--- config.mk ---
export PLATFORM = sky130hd
export DESIGN_NAME = pbrc_ctrl
export DESIGN_NICKNAME = d
export VERILOG_FILES = /design/src/pbrc_pkg.sv /design/src/pbrc_tmr_if.sv /design/src/pbrc_rst_timer.sv /design/src/pbrc_ctrl.sv
export VERILOG_INCLUDE_DIRS = /design/src /design/src/src
export SDC_FILE = /design/constraint.sdc
export NUM_CORES = 1
export LEC_CHECK = 0
export ABC_AREA = 1
export BUFFER_PORTS_ARGS = -buffer_cell sky130_fd_sc_hd__buf_2
export CAP_MARGIN = 0
export CORE_AREA = 2 2 50 88
export CTS_CLUSTER_SIZE = 25
export DETAILED_ROUTE_END_ITERATION = 6
export DIE_AREA = 0 0 52 90
export HOLD_SLACK_MARGIN = 0.12
export PLACE_DENSITY = 0.82
export SLEW_MARGIN = 20
export SYNTH_ARGS = -nofsm -noshare
export SYNTH_HDL_FRONTEND = slang
export SYNTH_SLANG_ARGS = --single-unit
--- constraint.sdc ---
create_clock -name clock -period 2.3 [get_ports clock]
set_input_delay 0.23 -clock clock [delete_from_list [all_inputs] [get_ports clock]]
set_output_delay 0.23 -clock clock [all_outputs]
set_load 0.03 [all_outputs]
--- src/pbrc_cfg.svh ---
/*
 constants for the push-button power and reset controller: timing counts
 and reset values. assumes a 200 MHz clock.
*/
`ifndef PBRC_CFG_SVH
`define PBRC_CFG_SVH
// ==========================================================================
// timing
`define PBRC_CLK_MHZ 200
`define PBRC_RAIL1_DELAY_MS 2
`define PBRC_RAIL2_DELAY_MS 4
`define PBRC_RAIL1_CYC (`PBRC_RAIL1_DELAY_MS * 1000 * `PBRC_CLK_MHZ)
`define PBRC_RAIL2_CYC (`PBRC_RAIL2_DELAY_MS * 1000 * `PBRC_CLK_MHZ)
`define PBRC_RST_TIMEOUT_CYC 1024
// ==========================================================================
// reset values
`define PBRC_UNMASK_RST 2'h0
`endif

--- src/pbrc_pkg.sv ---
/*
 types shared by the push-button power and reset controller.
 assumes nothing beyond a SystemVerilog compiler.
*/
package pbrc_pkg;
   // ========================================================================
   // power sequencer states
   typedef enum logic [2:0] {
      PBRC_OFF,
      PBRC_RAMP,
      PBRC_BOOT,
      PBRC_ON
   } pbrc_state_e;
   // button function decoded from the input level and the hard-pull indication
   typedef enum logic [1:0] {
      PBRC_BTN_IDLE,
      PBRC_BTN_ENABLE,
      PBRC_BTN_MRESET
   } pbrc_btn_e;
endpackage

--- src/pbrc_tmr_if.sv ---
/*
 interface between the controller and its reset time-out timer.
 assumes one clock domain.
*/
`timescale 1ns/1ps
interface pbrc_tmr_if;
   logic hold;
   logic expired;
   modport ctrl (output hold, input expired);
   modport tmr (input hold, output expired);
endinterface

--- src/pbrc_rst_timer.sv ---
/*
 reset time-out timer: restarts while hold is high, flags expiry after a
 fixed count of clock cycles once hold drops.
 assumes synchronous active-high reset.
*/
`timescale 1ns/1ps
`include "pbrc_cfg.svh"
module pbrc_rst_timer #(
   parameter int TIMEOUT_CYC = `PBRC_RST_TIMEOUT_CYC
) (
   // clock and reset
   input wire logic clock,
   input wire logic reset,
   // timer port
   pbrc_tmr_if.tmr tif
);
   localparam int W = $clog2(TIMEOUT_CYC + 1);
   logic [W-1:0] cnt_q;
   // ========================================================================
   // counter: cleared by hold, stops at the time-out
   always_ff @(posedge clock) begin
      if (reset || tif.hold) begin
         cnt_q <= '0;
      end else if (cnt_q != W'(TIMEOUT_CYC)) begin
         cnt_q <= cnt_q + W'(1);
      end
   end
   assign tif.expired = (cnt_q == W'(TIMEOUT_CYC)) && !tif.hold;
endmodule

--- src/pbrc_ctrl.sv ---
/*
 push-button power and reset controller: decodes the button input, runs
 the rail sequence, drives the cpu reset, button mirror and interrupt.
 assumes inputs synchronous to a 200 MHz clock; open-drain pins are
 returned as output and enable, the pad resolves them.
*/
`timescale 1ns/1ps
`include "pbrc_cfg.svh"
module pbrc_ctrl #(
   parameter int RST_TIMEOUT_CYC = `PBRC_RST_TIMEOUT_CYC,
   parameter int RAIL1_CYC = `PBRC_RAIL1_CYC,
   parameter int RAIL2_CYC = `PBRC_RAIL2_CYC
) (
   // clock and reset
   input wire logic clock,
   input wire logic reset,
   // button input: low level and hard-pull indication from the pad detector
   input wire logic button_in_n,
   input wire logic button_hard_pull,
   // processor controls
   input wire logic power_enable_in,
   input wire logic power_hold_in,
   // rail three power-good
   input wire logic rail3_pgood,
   // interrupt sources and software unmask bits
   input wire logic sysvolt_status,
   input wire logic fault_status,
   input wire logic sysvolt_irq_unmask_wr,
   input wire logic sysvolt_irq_unmask_val,
   input wire logic fault_irq_unmask_wr,
   input wire logic fault_irq_unmask_val,
   // rail enables
   output logic [7:1] rail_enable,
   // open-drain pins: output level and enable
   output logic cpu_reset_out_n_o,
   output logic cpu_reset_out_n_oe,
   output logic button_state_out_n_o,
   output logic button_state_out_n_oe,
   output logic interrupt_out_n_o,
   output logic interrupt_out_n_oe,
   // status
   output logic sysvolt_irq_unmask,
   output logic fault_irq_unmask,
   output logic powered
);
   localparam int SW = $clog2(RAIL2_CYC + 1);
   pbrc_pkg::pbrc_state_e st_q;
   pbrc_pkg::pbrc_btn_e btn;
   logic [SW-1:0] seq_q;
   logic rst_q, irq_q;
   logic r1_q, r2_q, r3_q, r47_q;
   logic pressed;
   pbrc_tmr_if tif ();

   // ========================================================================
   // button decode
   always_comb begin
      if (button_in_n) begin
         btn = pbrc_pkg::PBRC_BTN_IDLE;
      end else if (button_hard_pull) begin
         btn = pbrc_pkg::PBRC_BTN_MRESET;
      end else begin
         btn = pbrc_pkg::PBRC_BTN_ENABLE;
      end
   end
   assign pressed = !button_in_n;

   // ========================================================================
   // power sequencer
   always_ff @(posedge clock) begin
      if (reset) begin
         st_q <= pbrc_pkg::PBRC_OFF;
      end else begin
         case (st_q)
            pbrc_pkg::PBRC_OFF: begin
               if (btn == pbrc_pkg::PBRC_BTN_ENABLE) begin
                  st_q <= pbrc_pkg::PBRC_RAMP;
               end
            end
            pbrc_pkg::PBRC_RAMP, pbrc_pkg::PBRC_BOOT: begin
               if (power_enable_in || power_hold_in) begin
                  st_q <= pbrc_pkg::PBRC_ON;
               end else if (!pressed) begin
                  st_q <= pbrc_pkg::PBRC_OFF;
               end else if (rail3_pgood) begin
                  st_q <= pbrc_pkg::PBRC_BOOT;
               end
            end
            pbrc_pkg::PBRC_ON: begin
               if (!power_enable_in && !power_hold_in && !pressed) begin
                  st_q <= pbrc_pkg::PBRC_OFF;
               end
            end
            default: st_q <= pbrc_pkg::PBRC_OFF;
         endcase
      end
   end
   assign powered = (st_q != pbrc_pkg::PBRC_OFF);

   // delay count from rail three power-good
   always_ff @(posedge clock) begin
      if (reset || !powered || !rail3_pgood) begin
         seq_q <= '0;
      end else if (seq_q != SW'(RAIL2_CYC)) begin
         seq_q <= seq_q + SW'(1);
      end
   end

   // rail enables: three first, one and two after delays
   always_ff @(posedge clock) begin
      if (reset) begin
         r1_q <= 1'b0;
         r2_q <= 1'b0;
         r3_q <= 1'b0;
         r47_q <= 1'b0;
      end else begin
         r3_q <= powered;
         r1_q <= powered && (r1_q || seq_q >= SW'(RAIL1_CYC));
         r2_q <= powered && (r2_q || seq_q >= SW'(RAIL2_CYC));
         r47_q <= (st_q == pbrc_pkg::PBRC_ON) && power_enable_in;
      end
   end
   assign rail_enable = {{4{r47_q}}, r3_q, r2_q, r1_q};

   // ========================================================================
   // reset time-out timer
   pbrc_rst_timer #(
      .TIMEOUT_CYC(RST_TIMEOUT_CYC)
   ) u_tmr (
      .clock(clock),
      .reset(reset),
      .tif(tif.tmr)
   );
   // timer holds while manual reset pressed or rail three not good
   assign tif.hold = (btn == pbrc_pkg::PBRC_BTN_MRESET) || !rail3_pgood || !powered;

   // cpu reset released once the timer expires; a manual press holds the timer,
   // so release plus a full time-out comes out of the same path
   always_ff @(posedge clock) begin
      if (reset) begin
         rst_q <= 1'b1;
      end else begin
         rst_q <= !tif.expired;
      end
   end
   // manual reset pulls low in the same cycle
   assign cpu_reset_out_n_o = 1'b0;
   assign cpu_reset_out_n_oe = rst_q || (btn == pbrc_pkg::PBRC_BTN_MRESET);

   // button mirror
   assign button_state_out_n_o = 1'b0;
   assign button_state_out_n_oe = pressed;

   // ========================================================================
   // interrupt masks and output
   always_ff @(posedge clock) begin
      if (reset) begin
         {sysvolt_irq_unmask, fault_irq_unmask} <= `PBRC_UNMASK_RST;
      end else begin
         if (sysvolt_irq_unmask_wr) begin
            sysvolt_irq_unmask <= sysvolt_irq_unmask_val;
         end
         if (fault_irq_unmask_wr) begin
            fault_irq_unmask <= fault_irq_unmask_val;
         end
      end
   end
   always_ff @(posedge clock) begin
      if (reset) begin
         irq_q <= 1'b0;
      end else begin
         irq_q <= (sysvolt_status && sysvolt_irq_unmask) ||
                  (fault_status && fault_irq_unmask);
      end
   end
   assign interrupt_out_n_o = 1'b0;
   assign interrupt_out_n_oe = irq_q;
endmodule

======== After elaboration in Yosys (flattened, before gate mapping) ========
Index checks and enable logic that the tools add are counted.
word-level totals
  bits in registers ....................... 42
  logic and storage cells ................. 63
  input port bits ......................... 13
operators by class
  order comparisons ....................... 2
  reductions and logical operators ........ 29
  add/subtract/negate cells ............... 2
  multiplexer cells ....................... 8
  equality and inequality tests ........... 11
operators by type and width
  cell                     number
  $add A20 B1 Y20 const B  1
  $ge A20 B19 Y1 const B   1
  $ge A20 B20 Y1 const B   1
  $ne A20 B20 Y1 const B   1
  $mux W3                  5
  $add A11 B1 Y11 const B  1
  $eq A11 B11 Y1 const B   1
  $ne A11 B11 Y1 const B   1
  $logic_or A1 B1 Y1       10
  $pmux W3 S3              1
  $logic_and A1 B1 Y1      8
  $logic_not A1 Y1         7
  $eq A3 B2 Y1 const B     2
  $mux W2                  2
  $ne A2 B2 Y1 const B     2
  $ne A4 B4 Y1 const B     1
  $eq A3 B1 Y1 const B     1
  $logic_not A3 Y1         1
  $reduce_and A3 Y1        1
  $reduce_bool A3 Y1       1
  $eq A2 B1 Y1 const B     1
  $eq A2 B2 Y1 const B     1
  $reduce_or A2 Y1         1

======== Logic depth before layout (Yosys ltp) ========
  depth after elaboration ................. 8
  mapped depth ............................ 9

======== By module ========
A second synthesis with hierarchy kept.
unflattened totals
  cells, all modules ...................... 367
  area, all modules ....................... 2,402.3 sq um
modules (own cells, without submodules)
  module          instances  area each (sq um)  sequential area each (sq um)  cells each
  pbrc_ctrl       1          1,781.7            600.6                         273
  pbrc_rst_timer  1          620.6              220.2                         94

======== Worst setup path after synthesis ========
No wires, ideal clock.
  path kind ............................... reg-to-reg
  start point ............................. register st_q[0]
  end point ............................... register seq_q[11]
  slack ................................... 0.976 ns
  data required time ...................... 2.236 ns
  cell stages (with the launch flop) ...... 9
  arrival ................................. 1.261 ns
  buffers on the path ..................... 1
  path through ............................ dfxtp_1 > inv_1 > ha_1 > nor2_4 > nand2_2 > inv_1 > buf_4 > o21ai_1 > nor2_1
between the ends
  word-level cells in the longest chain between the ends .. 4
RTL lines
  item                              line              RTL
  start: declaration                pbrc_ctrl.sv:47   pbrc_pkg::pbrc_state_e st_q;
  start signal: assignment          pbrc_ctrl.sv:72   st_q <= pbrc_pkg::PBRC_OFF;
  start signal: assignment          pbrc_ctrl.sv:77   st_q <= pbrc_pkg::PBRC_RAMP;
  start signal: assignment          pbrc_ctrl.sv:82   st_q <= pbrc_pkg::PBRC_ON;
  $reduce_bool A3 Y1                pbrc_ctrl.sv:98   assign powered = (st_q != pbrc_pkg::PBRC_OFF);
  $logic_not A1 Y1                  pbrc_ctrl.sv:102  if (reset || !powered || !rail3_pgood) begin
  $logic_or A1 B1 Y1 (2 in series)  pbrc_ctrl.sv:102
  end signal: assignment            pbrc_ctrl.sv:105  seq_q <= seq_q + SW'(1);
  end: declaration                  pbrc_ctrl.sv:49   logic [SW-1:0] seq_q;
Every way passes these cells.
A chain may end at the register's enable or synchronous reset.

======== Final worst setup path ========
  start point ............................. register st_q[0]
  end point ............................... register seq_q[9]
Same word-level chain as after synthesis.

==> out/metrics.csv <==
metric,value,unit
status,"finished, final reports clean",
start_util,59.8,%
syn_area_per_cell,6.57,um^2
r2r_slack,0.61,ns
dp.final_hpwl,3920,um
period_needed,1.69,ns
path_buf_inv,2,
worst_r2r_endpoint,seq_q[9]$_SDFFE_PP0N_,
dr.pass1.iters,4,
area_delta_synth_final,8.27,%
grt_remaining_overflow,0,
worst-setup-path-type,flop to flop,
port_buffers,25,
slowest_delay,0.36,ns
whs_endpoint,fault_irq_unmask$_SDFFE_PP0P_,
ys_seq_area_share,34.3,%
totalWireLength,5070,um
path_clk_slew,0.08,ns
setup_viol,0,
critical_path_required,2.53,ns
mostFrequentLayoutCell,nand2_1,
synthCells,364,
start_kind,flop,
period_share,73.4,%
rr_worst_depth,7,
vdd_drop_max,464,uV
hold_path_depth,3,
yosysTopAreaCell,dfxtp_1,
hold_class,input pin to flop,
grt_pass1_vias,2209,
final_layout_size_suffix_gt1_share,13.0,%
place.gp.congestion,0.857,
synth.top_cell.area_share,34.3,%
ys_ff_latch,41,
synthArstFlopShare,0,%
grt_pass1_wl,8600,um
cts_max_path_buffers,2,
crit_path_max_fanout,14,
wl_per_cell,11.7,um
clock_skew,0.00729,ns
dieWidth,52,um
final_hold_viol_count,0,
dr_wl_met3,123,um
yosys-top-cells-area,"dfxtp_1 34%, nand2_1 12%, nor2_1 11%",
nNetsFinal,405,
highest_layer,met4,
drt-met1-wl,1920,um
crit_family,buffers and inverters,
cts_buffers,5,
slowest_stage,dfxtp_1,
p_leak,1.08,nW
rows,31,
rsz0062_at_grt,no,
dr_wl_met2,2910,um
r2r-start,st_q[0]$_SDFFE_PP0P_,
synth_edf_count,0,
fmax,0.592,GHz
cts_tree,built,
layout.cells.non_filler,434,
num_vias,2199,
synth-main-ff-cell,dfxtp_1,
place_area,2480,um^2
netlist_area,2390,um^2
cp-startpoint,st_q[0]$_SDFFE_PP0P_,
cp_cell_sequence,"inv_1, ha_1, nor2_4, nand2_2, inv_1, o21ai_0, a21oi_1",
remaining_drc_errors,0,
dp_cells,425,
worstSetupEndpointType,flop,
cts.sinks,41,
critical_path_arrival,1.92,ns
detail-route-antenna-nets,0,
fin_area,2590,um^2
cap_violations,0,
viasPerCell,5.07,
core,4000,um^2
die_h,90,um
pwr_density_cell,619,nW/um^2
drt-initial-drc-count,57,
clock_latency,0.30,ns
post-route-util,64.8,%
cts_root_buffer,clkbuf_8,
drv_slew,0,
cpMostUsedCell,inv_1,
grt_max_degree,15,
cts_resized,0,
grt_usage,23.8,%
p_total,1.60,mW
hold_start,fault_irq_unmask_val,
fp.dieArea,4680,um^2
timing.hold.ws,0.165,ns
io_pins,29,
cts_max_level,2,
synth_cell_type_count,29,
pre_cts_slack,0.594,ns
num_antenna_cells,0,
setup_tns,0,ns
setup_slack,0.611,ns
antenna_found_initial,0,
yosysWarnings,0,
final_cell_mix,"75 x nand2_1, 67 x nor2_1, 52 x inv_1",
[area by class of cell]
class	count	area, um^2
tap	49	61.3
inverter	53	199
sequential	41	821
fill	362	1410
multi-input combinational	257	1270
clock buffer	7	86.3
timing repair buffer	27	145
[flip-flops by register name, summed over array words and instances (netlist names)]
name,cells
seq_q,20
u_tmr.cnt_q,11
st_q,2
fault_irq_unmask,1
interrupt_out_n_oe,1
r1_q,1
r2_q,1
r3_q,1
r47_q,1
rst_q,1
sysvolt_irq_unmask,1
[layer usage]
layer / up-vias / GRT usage (%)
met2: 29 / 46.4
met5: - / 0
met3: 11 / 5.81
met1: 992 / 20.5
li1: 1167 / -
met4: 0 / 11.6
[worst min-delay path: stages]
cell and delay [ns]:
buf_2 0.09, inv_1 0.04, a21oi_1 0.05
[worst max path at each step]
stage | endpoint | slack [ns] | cells past startpoint
6_report | seq_q[9]$_SDFFE_PP0N_ | 0.61 | 7
2_1_floorplan | seq_q[11]$_SDFFE_PP0N_ | 0.98 | 8
4_1_cts | seq_q[9]$_SDFFE_PP0N_ | 0.58 | 7
3_3_place_gp | seq_q[9]$_SDFFE_PP0N_ | 0.71 | 7
5_1_grt | seq_q[9]$_SDFFE_PP0N_ | 0.41 | 7
3_5_place_dp | seq_q[9]$_SDFFE_PP0N_ | 0.59 | 7
[synth_stat cells (2+ instances only)]
cell type	n
o21ai_0	11
dfxtp_1	41
ha_1	7
a21oi_1	21
nor2_2	2
nor2_1	67
nand2_1	75
nor2_4	5
buf_2	4
buf_4	11
nand4_1	10
nor3_1	5
nand2_2	5
nand3_1	30
xor2_1	5
inv_1	52
[timing repair]
action	4_1_cts	5_1_grt
endpoints found under the hold margin	2	0
hold buffers	2	0
setup buffers	0	0
[logic make-up after synthesis]
kind of cell    Yosys count  share of synthesized area (%)
simple gates            205                           39.2
buf+inv                  68                           12.6
flops                    41                           34.3
compound gates           36                           7.85
fa+ha+maj                 7                           3.66
xor+xnor                  6                           2.20
other cells               1                          0.157
[power breakdown]
| part | total, mW | leakage, nW | internal [mW] | switching, mW |
|---|---|---|---|---|
| combinational | 0.349 | 0.703 | 0.115 | 0.235 |
| clock | 0.483 | 0.0443 | 0.238 | 0.244 |
| sequential | 0.769 | 0.332 | 0.742 | 0.0268 |
| total | 1.60 | 1.08 | 1.10 | 0.506 |
Power figures use the tool's default switching activity.
